## src/design/bfd_pkg.sv

```systemverilog
// Shared constants and carrier types for the breaker flashover detector
package bfd_pkg;
   // System clock and power frequency
   localparam int unsigned SYS_CLK_HZ     = 10_000_000;
   localparam int unsigned POWER_HZ       = 60;
   localparam int unsigned QTR_PER_CYCLE  = 4;
   // Quarter power cycle, rounded down to whole system clocks
   localparam int unsigned QCYC_CLKS      =
      SYS_CLK_HZ / (POWER_HZ * QTR_PER_CYCLE);
   // Thermal-threshold collapse window, in power cycles
   localparam int unsigned THERM_WIN_CYC  = 5;
   localparam int unsigned THERM_WIN_QTR  = THERM_WIN_CYC * QTR_PER_CYCLE;

   // Field widths
   localparam int unsigned VOLT_W  = 12;  // 0.1 V per step
   localparam int unsigned CURR_W  = 13;  // 0.01 A per step
   localparam int unsigned DLY_W   = 16;  // quarter cycles, 0..65532
   localparam int unsigned LBIT_W  = 16;  // internal logic bits
   localparam int unsigned WIN_W   = 5;

   // Threshold limits in steps
   localparam logic [VOLT_W-1:0] DIFF_TH_MIN = 12'h00A;  // 1.0 V
   localparam logic [VOLT_W-1:0] DIFF_TH_MAX = 12'h5DC;  // 150.0 V
   localparam logic [VOLT_W-1:0] LIVE_TH_MIN = 12'h064;  // 10.0 V
   localparam logic [VOLT_W-1:0] LIVE_TH_MAX = 12'h4B0;  // 120.0 V
   localparam logic [CURR_W-1:0] LOAD_TH_MIN = 13'h0001; // 0.01 A
   localparam logic [CURR_W-1:0] LOAD_TH_MAX = 13'h1194; // 45.00 A
   localparam logic [DLY_W-1:0]  DLY_MAX     = 16'hFFFC; // 16383 cycles

   // Reset values of the outputs and internal state
   localparam logic              RST_BIT     = 1'b0;
   localparam logic [WIN_W-1:0]  RST_WIN     = 5'h00;

   typedef enum logic [1:0] {
      BFD_OFF     = 2'b00,
      BFD_SCHEME1 = 2'b01,
      BFD_SCHEME2 = 2'b10,
      BFD_CUSTOM  = 2'b11
   } bfd_scheme_t;

   // Thresholds and delays
   typedef struct packed {
      bfd_scheme_t              scheme;
      logic [VOLT_W-1:0]        high_diff_th;
      logic [VOLT_W-1:0]        low_diff_th;
      logic [VOLT_W-1:0]        thermal_th;
      logic [VOLT_W-1:0]        live_th;
      logic [CURR_W-1:0]        load_th;
      logic [DLY_W-1:0]         pending_delay;
      logic [DLY_W-1:0]         failure_delay;
   } bfd_cfg_t;

   // Selection masks: each input is the OR of the selected logic bits
   typedef struct packed {
      logic [2:0][LBIT_W-1:0]   trip_in;
      logic [2:0][LBIT_W-1:0]   status;
      logic [LBIT_W-1:0]        auto_close_in;
      logic [LBIT_W-1:0]        manual_close_in;
   } bfd_map_t;

   // Per-phase measurements
   typedef struct packed {
      logic [VOLT_W-1:0]        diff_volt;
      logic [VOLT_W-1:0]        side_volt;
      logic [CURR_W-1:0]        current;
   } bfd_meas_t;
endpackage : bfd_pkg

```

## src/design/bfd_detector.sv

```systemverilog
// Breaker flashover detector: both schemes, per-phase timers, alarms ORed over phases
// What this block does
// - Timers start only when open with current
// - Open: low diff voltage, or status inputs
// - Scheme 1: arms when thermal diff collapses; stays armed past the five-cycle window
// - Scheme 2: side voltage live before flashover
// - Current loss, close, trip or close stop timers
// - Pending timer expiry raises pending alarm bit
// - Failure timer expiry raises breaker fail bit
// - Delays 0..16383 cycles in quarter steps
// - Inputs programmed as an OR of mask-selected logic bits
// - Auto and manual close block both schemes
// - High diff threshold proves prior voltage across
// - Low diff threshold detects collapsed voltage
// - Live threshold must precede flashover condition
// - Selector: off, scheme 1, scheme 2, custom
// - Load current threshold compared each quarter
module bfd_detector #(
   parameter int unsigned QCYC_CLKS = bfd_pkg::QCYC_CLKS
) (
   input  wire logic                           SYS_CLK_I,
   input  wire logic                           RST_N_I,
   input  wire bfd_pkg::bfd_cfg_t              CFG_I,
   input  wire bfd_pkg::bfd_map_t              MAP_I,
   input  wire logic [bfd_pkg::LBIT_W-1:0]     LOGIC_BITS_I,
   input  wire bfd_pkg::bfd_meas_t [2:0]       MEAS_I,
   output logic      [2:0]                     PENDING_TIMER_OUT_O,
   output logic      [2:0]                     FAILURE_TIMER_OUT_O,
   output logic      [2:0]                     TIMER_RUN_O,
   output logic                                FLASH_PENDING_ALARM_O,
   output logic                                FLASH_BREAKER_FAIL_O
);
   localparam int unsigned TW = $clog2(QCYC_CLKS);
   localparam logic [TW-1:0] TICK_LAST = TW'(QCYC_CLKS - 1);
   localparam logic [bfd_pkg::WIN_W-1:0] WIN_LOAD =
      bfd_pkg::WIN_W'(bfd_pkg::THERM_WIN_QTR);

   // Programmed input: OR of the logic bits selected by a mask
   function automatic logic sel_bits(
      input logic [bfd_pkg::LBIT_W-1:0] bits,
      input logic [bfd_pkg::LBIT_W-1:0] mask
   );
      sel_bits = |(bits & mask);
   endfunction : sel_bits

   // Isolated inputs arrive asynchronously, so two flops first
   logic [bfd_pkg::LBIT_W-1:0] bits_meta;
   logic [bfd_pkg::LBIT_W-1:0] bits_sync;

   always_ff @(posedge SYS_CLK_I or negedge RST_N_I) begin
      if (!RST_N_I) begin
         bits_meta <= '0;
         bits_sync <= '0;
      end else begin
         bits_meta <= LOGIC_BITS_I;
         bits_sync <= bits_meta;
      end
   end

   // Quarter-cycle processing tick
   logic [TW-1:0] tick_cnt;
   logic [TW-1:0] next_tick_cnt;
   logic          tick;
   logic          next_tick;

   always_comb begin
      next_tick     = (tick_cnt == TICK_LAST);
      next_tick_cnt = next_tick ? '0 : tick_cnt + TW'(1);
   end

   always_ff @(posedge SYS_CLK_I or negedge RST_N_I) begin
      if (!RST_N_I) begin
         tick_cnt <= '0;
         tick     <= bfd_pkg::RST_BIT;
      end else begin
         tick_cnt <= next_tick_cnt;
         tick     <= next_tick;
      end
   end

   // Per-phase element and supervision state
   logic [2:0] high_diff, next_high_diff;
   logic [2:0] low_open, next_low_open;
   logic [2:0] thermal, next_thermal;
   logic [2:0] live, next_live;
   logic [2:0] load_det, next_load_det;
   logic [2:0] high_seen, next_high_seen;
   logic [2:0] arm1, next_arm1;
   logic [2:0] live_seen, next_live_seen;
   logic [2:0] run, next_run;
   logic [2:0][bfd_pkg::WIN_W-1:0] win, next_win;
   logic [2:0] trip_in, status_closed, block;
   logic       close_any, use_s1, use_s2;
   logic [2:0] pend_done, fail_done;
   logic [2:0] next_pend_out, next_fail_out;
   logic       next_pend_alarm, next_fail_alarm;

   always_comb begin
      close_any = sel_bits(bits_sync, MAP_I.auto_close_in)
                | sel_bits(bits_sync, MAP_I.manual_close_in);
      use_s1 = (CFG_I.scheme == bfd_pkg::BFD_SCHEME1)
             || (CFG_I.scheme == bfd_pkg::BFD_CUSTOM);
      use_s2 = (CFG_I.scheme == bfd_pkg::BFD_SCHEME2)
             || (CFG_I.scheme == bfd_pkg::BFD_CUSTOM);
      next_high_diff = high_diff;
      next_low_open  = low_open;
      next_thermal   = thermal;
      next_live      = live;
      next_load_det  = load_det;
      next_high_seen = high_seen;
      next_arm1      = arm1;
      next_live_seen = live_seen;
      next_run       = run;
      next_win       = win;
      for (int p = 0; p < 3; p++) begin
         trip_in[p]       = sel_bits(bits_sync, MAP_I.trip_in[p]);
         status_closed[p] = sel_bits(bits_sync, MAP_I.status[p]);
         block[p] = trip_in[p] | close_any;
         if (tick) begin
            // Elements sampled once per quarter cycle
            next_high_diff[p] =
               MEAS_I[p].diff_volt >= CFG_I.high_diff_th;
            next_low_open[p] =
               MEAS_I[p].diff_volt <= CFG_I.low_diff_th;
            next_thermal[p] =
               MEAS_I[p].diff_volt >= CFG_I.thermal_th;
            next_live[p] =
               MEAS_I[p].side_volt >= CFG_I.live_th;
            next_load_det[p] =
               MEAS_I[p].current > CFG_I.load_th;
            // Collapse window: reloaded while above thermal level
            if (thermal[p]) begin
               next_win[p] = WIN_LOAD;
               next_high_seen[p] = high_seen[p] | high_diff[p];
               next_arm1[p] = 1'b0;
            end else if (win[p] != '0) begin
               next_win[p] = win[p] - bfd_pkg::WIN_W'(1);
               if (high_seen[p]) begin
                  next_arm1[p] = 1'b1;
               end
            end else begin
               next_high_seen[p] = 1'b0;
            end
            // Live must be seen before current flows
            if (!load_det[p]) begin
               next_live_seen[p] = live[p];
            end
            next_run[p] = load_det[p] && !block[p] && (
               (use_s1 && arm1[p] && low_open[p])
               || (use_s2 && live_seen[p] && !status_closed[p]));
         end
         // Trip, close and scheme off stop at once; current loss and closed status stop only at a tick
         if (block[p]) begin
            next_run[p]       = 1'b0;
            next_arm1[p]      = 1'b0;
            next_live_seen[p] = 1'b0;
         end
         if (CFG_I.scheme == bfd_pkg::BFD_OFF) begin
            next_run[p] = 1'b0;
         end
      end
   end

   always_ff @(posedge SYS_CLK_I or negedge RST_N_I) begin
      if (!RST_N_I) begin
         high_diff <= '0;
         low_open  <= '0;
         thermal   <= '0;
         live      <= '0;
         load_det  <= '0;
         high_seen <= '0;
         arm1      <= '0;
         live_seen <= '0;
         run       <= '0;
         win       <= {3{bfd_pkg::RST_WIN}};
      end else begin
         high_diff <= next_high_diff;
         low_open  <= next_low_open;
         thermal   <= next_thermal;
         live      <= next_live;
         load_det  <= next_load_det;
         high_seen <= next_high_seen;
         arm1      <= next_arm1;
         live_seen <= next_live_seen;
         run       <= next_run;
         win       <= next_win;
      end
   end

   // Both timers share one start; delays are in quarter cycles
   for (genvar p = 0; p < 3; p++) begin : g_phase
      bfd_timer #(.W(bfd_pkg::DLY_W)) u_pend (
         .clk_i   (SYS_CLK_I),
         .rst_n_i (RST_N_I),
         .tick_i  (tick),
         .run_i   (run[p]),
         .delay_i (CFG_I.pending_delay),
         .done_o  (pend_done[p])
      );
      bfd_timer #(.W(bfd_pkg::DLY_W)) u_fail (
         .clk_i   (SYS_CLK_I),
         .rst_n_i (RST_N_I),
         .tick_i  (tick),
         .run_i   (run[p]),
         .delay_i (CFG_I.failure_delay),
         .done_o  (fail_done[p])
      );
   end

   // Timer output bits and alarm bits, all registered
   always_comb begin
      next_pend_out   = pend_done & run;
      next_fail_out   = fail_done & run;
      next_pend_alarm = |next_pend_out;
      next_fail_alarm = |next_fail_out;
   end

   always_ff @(posedge SYS_CLK_I or negedge RST_N_I) begin
      if (!RST_N_I) begin
         PENDING_TIMER_OUT_O   <= '0;
         FAILURE_TIMER_OUT_O   <= '0;
         TIMER_RUN_O           <= '0;
         FLASH_PENDING_ALARM_O <= bfd_pkg::RST_BIT;
         FLASH_BREAKER_FAIL_O  <= bfd_pkg::RST_BIT;
      end else begin
         PENDING_TIMER_OUT_O   <= next_pend_out;
         FAILURE_TIMER_OUT_O   <= next_fail_out;
         TIMER_RUN_O           <= run;
         FLASH_PENDING_ALARM_O <= next_pend_alarm;
         FLASH_BREAKER_FAIL_O  <= next_fail_alarm;
      end
   end
endmodule : bfd_detector

```

## src/design/bfd_timer.sv

```systemverilog
// Pickup timer advancing once per quarter cycle, cleared when not run
module bfd_timer #(
   parameter int unsigned W = bfd_pkg::DLY_W
) (
   input  wire logic         clk_i,
   input  wire logic         rst_n_i,
   input  wire logic         tick_i,
   input  wire logic         run_i,
   input  wire logic [W-1:0] delay_i,
   output logic              done_o
);
   logic [W-1:0] count;
   logic [W-1:0] next_count;
   logic         next_done;

   always_comb begin
      next_count = count;
      if (!run_i) begin
         next_count = '0;
      end else if (tick_i && (count != {W{1'b1}})) begin
         next_count = count + W'(1);
      end
      next_done = run_i && (next_count >= delay_i);
   end

   always_ff @(posedge clk_i or negedge rst_n_i) begin
      if (!rst_n_i) begin
         count  <= '0;
         done_o <= bfd_pkg::RST_BIT;
      end else begin
         count  <= next_count;
         done_o <= next_done;
      end
   end
endmodule : bfd_timer

```

## config.mk

```make
export PLATFORM = sky130hd
export DESIGN_NAME = bfd_detector
export DESIGN_NICKNAME = d
export VERILOG_FILES = /design/src/design/bfd_pkg.sv /design/src/design/bfd_detector.sv /design/src/design/bfd_timer.sv
export SDC_FILE = /design/constraint.sdc
export NUM_CORES = 1
export LEC_CHECK = 0
export BUFFER_PORTS_ARGS = -buffer_cell sky130_fd_sc_hd__buf_2
export CAP_MARGIN = 30
export CORE_AREA = 2 2 268 204
export DETAILED_ROUTE_END_ITERATION = 12
export DIE_AREA = 0 0 270 206
export PLACE_DENSITY_LB_ADDON = 0.08
export SYNTH_ARGS = -nofsm -noshare
export SYNTH_HDL_FRONTEND = slang
export SYNTH_SLANG_ARGS = --single-unit
```

## constraint.sdc

```tcl
create_clock -name SYS_CLK_I -period 3.03 [get_ports SYS_CLK_I]
set_clock_uncertainty 0.2 [all_clocks]
set_input_delay 0.909 -clock SYS_CLK_I [delete_from_list [all_inputs] [get_ports SYS_CLK_I]]
set_output_delay 0.909 -clock SYS_CLK_I [all_outputs]
set_load 0.005 [all_outputs]
```

Word level (Yosys, flattened, before mapping). Index checks and enable logic that the tools add are counted.

Output and inout port bits: 11. Register bits: 204.

$add $sub $neg: 10. Order comparisons: 21. Eq/ne operators: 16. Muxes and demuxes: 58. Reduce and logical (&&, ||, !) cells: 82. Bitwise logic cells: 17.

Operator list (number): $mux 16 (13); $and 16x16->16 (8); $reduce_or 16->1 (8); $add 16x1->16 const B (7); $ge 12x12->1 (9); $ge 16x16->1 (6); $ne 16x16->1 const B (6); $gt 13x13->1 (3); $mux 1 (39); $le 12x12->1 (3); $logic_and 1x1->1 (30); $mux 5 (6); $reduce_bool 3->1 (9); $reduce_and 2->1 (9); $eq 16x16->1 const B (1); $reduce_bool 5->1 (3); $sub 5x1->5 const B (3); $reduce_bool 2->1 (6); $reduce_and 3->1 (3); $or 1x1->1 (7); $and 3x3->3 (2); $logic_not 1->1 (6); $ne 2x1->1 const B (3); $ne 2x2->1 const B (3); other kinds (5) (11).

Depth between registers and ports, before layout.
Depth in word-level cells: 10. Depth in mapped cells: 13.

Hierarchy. Synthesis repeated with hierarchy kept, for this count alone.

Cell total of the unflattened synthesis: 1841. Area total of the unflattened synthesis: 16487.1 sq um.

By module, submodules not included: bfd_detector (area an instance 8582.0 sq um, cells each 935, instances 1); bfd_timer (area an instance 1317.5 sq um, cells each 151, instances 6).

Least setup slack after synthesis. No wires, ideal clock.

Path type: flip-flop to flip-flop. Start: register g_phase[2].u_fail.count[0]. End: register g_phase[2].u_fail.done_o. Clock period less this slack: 2.956 ns. Slack: 0.074 ns. Arrival time: 2.630 ns. Setup time: 0.125 ns. Stages on the path, launching flop included: 13. Path buffers: 1. Required time: 2.705 ns. Cell sequence: dfrtp_1 > ha_1 > nand4_1 > o41ai_2 > buf_2 > xor2_1 > nand2b_1 > ha_1 > nand2b_1 > a211oi_1 > o21ai_0 > a221oi_1 > o2bb2ai_1.

Longest elaborated chain between the ends: 6. Elaborated cells on any way between the ends: 7. Classes of those cells: add/sub (1); order compare (1); eq/ne (1); mux (2); reduce/logical (2).

Ends and longest elaborated chain: start, declared (line bfd_timer.sv:12) `logic [W-1:0] count;`; start signal, assigned (line bfd_timer.sv:31) `count <= next_count;`; branches (longest 2 deep; another with $add 16x1->16); $mux 16 * (line bfd_timer.sv:20) `end else if (tick_i && (count != {W{1'b1}})) begin`; $mux 16 * (line bfd_timer.sv:18) `if (!run_i) begin`; $ge 16x16->1 * (line bfd_timer.sv:23) `next_done = run_i && (next_count >= delay_i);`; $logic_and 1x1->1 * (line bfd_timer.sv:23); via g_phase[2].u_fail.next_done (line bfd_timer.sv:14) `logic next_done;`; end signal, assigned (line bfd_timer.sv:29) `done_o <= bfd_pkg::RST_BIT;`; end signal, assigned (line bfd_timer.sv:32) `done_o <= next_done;`; end, declared (line bfd_timer.sv:10) `output logic done_o`.

Mark *: on every way through the listed nets, which the timed path passes. A chain may end at the register's enable or synchronous reset.

Worst setup path in the final report.
Start: register g_phase[0].u_fail.count[0]. End: register g_phase[0].u_fail.done_o.

Longest elaborated chain between the ends: 6. Elaborated cells on any way between the ends: 7. Classes of those cells: add/sub (1); order compare (1); eq/ne (1); mux (2); reduce/logical (2).

Ends and longest elaborated chain: start, declared (line bfd_timer.sv:12); start signal, assigned (line bfd_timer.sv:31); branches (longest 2 deep; another with $add 16x1->16); $mux 16 * (line bfd_timer.sv:20); $mux 16 * (line bfd_timer.sv:18); via g_phase[0].u_fail.next_count[12] (line bfd_timer.sv:13) `logic [W-1:0] next_count;`; $ge 16x16->1 * (line bfd_timer.sv:23); $logic_and 1x1->1 * (line bfd_timer.sv:23); via g_phase[0].u_fail.next_done (line bfd_timer.sv:14); end signal, assigned (line bfd_timer.sv:29); end signal, assigned (line bfd_timer.sv:32); end, declared (line bfd_timer.sv:10).

Marks and branches as above.

==> metrics.sh <==
OUTCOME='completed'
CRIT_PATH_MAX_FANOUT=5
POST_SYNTH_MAIN_AREA_CONTRIBUTORS='sky130_fd_sc_hd__dfrtp_1, sky130_fd_sc_hd__ha_1, sky130_fd_sc_hd__a21oi_1, sky130_fd_sc_hd__xor2_1, sky130_fd_sc_hd__inv_1'
FINALNONFILLERCELLS=2959
GRT_ANTENNA_BEFORE_REPAIR=13
HPWL_UM=45300
DPL-INSTANCE-AREA_UM2=19200
HTREEDEPTH=1
STATIC-LEAKAGE-POWER_nW=10.3
CRITICAL_PATH.MOST_COMMON_CELL='sky130_fd_sc_hd__nand4_1'
DRC_ERRORS=0
ROUTED_VIA_DENSITY=5.00
PLACEMENT_ROWS=74
NFILLCELLS=5458
P_SWITCHING_mW=1.87
PERIOD_SHARE_PCT=99.0
MAPPEDNETLISTNETS=2357
POSTSYNTHCELLCOUNT=1712
CRIT_PATH_TOP_DELAY_CELL='sky130_fd_sc_hd__dfrtp_1'
MOST-COMMON-LAYOUT-CELLS='sky130_fd_sc_hd__buf_2, sky130_fd_sc_hd__ha_1, sky130_fd_sc_hd__dfrtp_1, sky130_fd_sc_hd__buf_4, sky130_fd_sc_hd__inv_1'
PWR-SHARE-COMB_PCT=14.3
NETLIST.AREA_LEADER.SHARE_PCT=32.4
ASYNCSETRESETFLOPFRACSYNTH_PCT=100
FLOORPLAN.CORE_AREA_UM2=53400
YOSYS_WARNINGS=0
FIRST_GLOBAL_VIAS=15051
ROUTEDWLPERCELL_UM=19.0
CLKTRANSATPATHREGS_PS=60
POWER_mW=7.17
DRV.MAX_CAP_VIOLATION_COUNT=0
WORST_SLEW_MARGIN_REL_PCT=51.2
WORST_R2R_PATH_DEPTH=12
FIN_NETS=2853
YS_FF_LATCH=204
FMAX_MHz=333
DRTPASS1ITERATIONS=4
CRIT_BUF_INV=1
P_SW_SHARE_PCT=26.1
REG2REG_SETUP_SLACK_PS=30
GLOBAL_ROUTE_WIRE_LENGTH_BEFORE_REPAIR_UM=86300
WORSTPATHREQUIRED_PS=3240
LARGEST_DELAY_SHARE_FAMILY_WORST_PATH='simple AND/OR/NAND/NOR gates'
CTS_SINKS=204
CTS.ROOT.BUFFER_CELL='sky130_fd_sc_hd__clkbuf_16'
POST-ROUTE-MIN-PERIOD_PS=3000
TNS_PS=0
VIA_COUNT_OF_THE_ROUTED_DESIGN=14795
ROUTE.FINAL.WIRE_LENGTH_UM=56300
CRITICAL_PATH.REG2REG.STARTPOINT='g_phase[0].u_fail.count[0]'
SYNTH-SEQ-AREA-SHARE_PCT=32.4
DIE-AREA_UM2=55600
HOLDCRITPATHCLASS='primary input to asynchronous set/reset pin'
P_INT_mW=5.29
INITIAL_CORE_UTIL_PCT=29.5
SLEW_AT_THE_PIN_CLOSEST_TO_ITS_MAX_SLEW_LIMIT_PS=731
YS_DOMINANT_REG_CELL='sky130_fd_sc_hd__dfrtp_1'
WIDTH_OF_THE_DIE_UM=270
FINAL_CRITICAL_PATH_SETUP_SLACK_PS=31.5
ANTENNA_LEFT=0
WORSTREG2REGEND='g_phase[0].u_fail.done_o'
TIMING.CRITICAL_PATH.CELLS='ha_2 > and4_1 > nand4bb_1 > buf_6 > nand4_1 > or3_1 > a21oi_2 > ha_1 > nand4_1 > a21oi_1 > o31ai_2 > o41ai_2'
GRT.OVERFLOW.TOTAL=0
LAYOUT_CELLS_SIZED_ABOVE_1_PCT=29.2
PEAKVDDDROP_mV=0.380
TOTAL_INSTANCE_COUNT_AFTER_DETAILED_PLACEMENT=2865
CLK_LATENCY_PS=550
DP_WORST_SETUP_SLACK_PS=-41.1
HOLDBUFCOUNTCTS=0
FINAL_CORE_UTILIZATION_PCT=39.1
WORST_SETUP_START_KIND='flip-flop'
AVGSYNTHCELLAREA_UM2=9.21
IOS=363
SYN_TO_FINAL_GROWTH_PCT=32.6
WORST_PATH_ARRIVAL_PS=3210
FINISH.INSTANCE_AREA_UM2=20900
SYNTH-EDFF-COUNT=0
CRITICAL_PATH.ENDPOINT_TYPE='flip-flop'
DRV_SLEW=0
RSZ_0062_RAISED_AFTER_GLOBAL_ROUTING='true'
SYNTH_CELL_TYPES=71
FINALHOLDVIOLATIONS=0
PWR-SHARE-SEQ_PCT=39.2
FLOORPLAN.DIE.HEIGHT_UM=206
CTS_MADE_BUFFERS=26
TRITONCTS_CLOCK_TREE='done'
CRIT_PATH_MAX_INCR_DELAY_PS=400
NETLIST_AREA_BEFORE_PLACEMENT_UM2=15800
HOLD-WORST-SLACK_PS=46.0
GP_ROUTABILITY_CONGESTION=1.01
POWER.SHARE.CLOCK_PCT=46.5
CTSLONGESTPATHBUFFERS=3
MOST_FREQUENT_STANDARD_CELL_IN_THE_LAYOUT_EXCLUDING_FILL_AND_TAP_CELLS='sky130_fd_sc_hd__buf_2'
TIMING.FINAL.SETUP_VIOLATIONS=0
DETAIL_ROUTE.ITER0.VIOLATIONS=791
NETLIST.TOP_CELL.BY_AREA='sky130_fd_sc_hd__dfrtp_1'
CELLPOWERDENSITY_nW_PER_UM2=343
TRACK_USAGE_PCT=19.8
CRITICALPATHCATEGORY='flip-flop to flip-flop'
IO_BUFFERS=362
GRT_START_MAX_NET_PINS=67
[final cells by class]
| class | count | area, µm² | share of cell area [%] |
|---|---|---|---|
| antenna | 12 | 30.0 | 0.144 |
| clock buffer | 39 | 771 | 3.69 |
| clock inverter | 6 | 130 | 0.622 |
| inverter | 130 | 488 | 2.33 |
| multi-input combinational | 1339 | 10500 | 50.1 |
| sequential | 204 | 5110 | 24.4 |
| tap | 722 | 903 | 4.32 |
| timing repair buffer | 507 | 3000 | 14.3 |
[flip-flops by register name (all words and copies together), names as in the netlist, 15 cells and up]
register,count
bits_meta,16
bits_sync,16
g_phase.u_fail.count,48
g_phase.u_pend.count,48
tick_cnt,16
win,15
[per-layer routing]
metal	up-vias	GRT usage, %	routed length, µm
met5	-	0	13
met3	55	3.49	2530
met4	2	3.45	845
li1	7363	-	-
met2	304	31.7	25000
met1	7071	28.2	27900
[power by group through the flow]
stage / clock network [mW] / logic (mW) / registers (mW)
2_1_floorplan: 0 / 0.489 / 2.82
3_3_place_gp: 0 / 1.00 / 2.85
3_5_place_dp: 0 / 1.01 / 2.85
4_1_cts: 3.47 / 1.02 / 2.80
5_1_grt: 3.57 / 1.17 / 2.81
6_report: 3.34 / 1.02 / 2.81
[synth_stat cells (15+ instances only)]
| cell | number |
|---|---|
| sky130_fd_sc_hd__o31ai_1 | 20 |
| sky130_fd_sc_hd__a22o_1 | 18 |
| sky130_fd_sc_hd__nor2_1 | 105 |
| sky130_fd_sc_hd__clkbuf_1 | 28 |
| sky130_fd_sc_hd__and3_1 | 24 |
| sky130_fd_sc_hd__nand2_1 | 108 |
| sky130_fd_sc_hd__inv_1 | 128 |
| sky130_fd_sc_hd__a211oi_1 | 20 |
| sky130_fd_sc_hd__a31oi_1 | 15 |
| sky130_fd_sc_hd__nand2b_1 | 28 |
| sky130_fd_sc_hd__nor3_1 | 46 |
| sky130_fd_sc_hd__a21oi_1 | 104 |
| sky130_fd_sc_hd__and2_1 | 32 |
| sky130_fd_sc_hd__o21ai_0 | 83 |
| sky130_fd_sc_hd__a221oi_1 | 25 |
| sky130_fd_sc_hd__a21o_1 | 22 |
| sky130_fd_sc_hd__xor2_1 | 57 |
| sky130_fd_sc_hd__dfrtp_1 | 204 |
| sky130_fd_sc_hd__nand3_1 | 80 |
| sky130_fd_sc_hd__nand4_1 | 56 |
| sky130_fd_sc_hd__ha_1 | 293 |
| sky130_fd_sc_hd__nor2b_1 | 15 |
[worst reg2reg max path, cell delays in order, from the launching register on]
cell and delay, ps:
sky130_fd_sc_hd__dfrtp_1 400, sky130_fd_sc_hd__ha_2 190, sky130_fd_sc_hd__and4_1 200, sky130_fd_sc_hd__nand4bb_1 140
sky130_fd_sc_hd__buf_6 130, sky130_fd_sc_hd__nand4_1 160, sky130_fd_sc_hd__or3_1 410, sky130_fd_sc_hd__a21oi_2 170
sky130_fd_sc_hd__ha_1 250, sky130_fd_sc_hd__nand4_1 140, sky130_fd_sc_hd__a21oi_1 80, sky130_fd_sc_hd__o31ai_2 290
sky130_fd_sc_hd__o41ai_2 120
[cells by family (layout without fill, tap and decap cells)]
| family | after synthesis | after routing | synth area share, % |
|---|---|---|---|
| buffers and inverters | 169 | 682 | 4.22 |
| multiplexers | 5 | 5 | 0.317 |
| AND/OR/NAND/NOR | 562 | 562 | 18.5 |
| adder cells (fa/ha/maj) | 293 | 293 | 23.2 |
| flip-flops | 204 | 204 | 32.4 |
| XOR/XNOR | 72 | 72 | 4.05 |
| AO/OA/AOI/OAI | 407 | 407 | 17.3 |
| other | 0 | 12 | 0 |
[how the worst max path moves through the flow]
stage	from	end	slack, ps	cells past startpoint
floorplan	g_phase[2].u_fail.count[0]	g_phase[2].u_fail.done_o	70	12
global placement	g_phase[2].u_pend.count[4]	g_phase[2].u_pend.done_o	-60	11
detailed placement	g_phase[2].u_pend.count[4]	g_phase[2].u_pend.done_o	-40	11
CTS	g_phase[2].u_pend.count[4]	g_phase[2].u_pend.done_o	-4	11
global route	g_phase[2].u_fail.count[5]	g_phase[2].u_fail.done_o	-90	12
finish	g_phase[0].u_fail.count[0]	g_phase[0].u_fail.done_o	30	12
[repair_timing]
item / in CTS / in global routing
gates cloned: 0 / 1
setup buffers: 2 / 34
endpoints found under the setup margin: 5 / 6
gates resized for setup: 5 / 113
pin swaps: 3 / 63
hold endpoints to repair: 0 / 0
No activity file was read; power rests on OpenSTA's default activity.
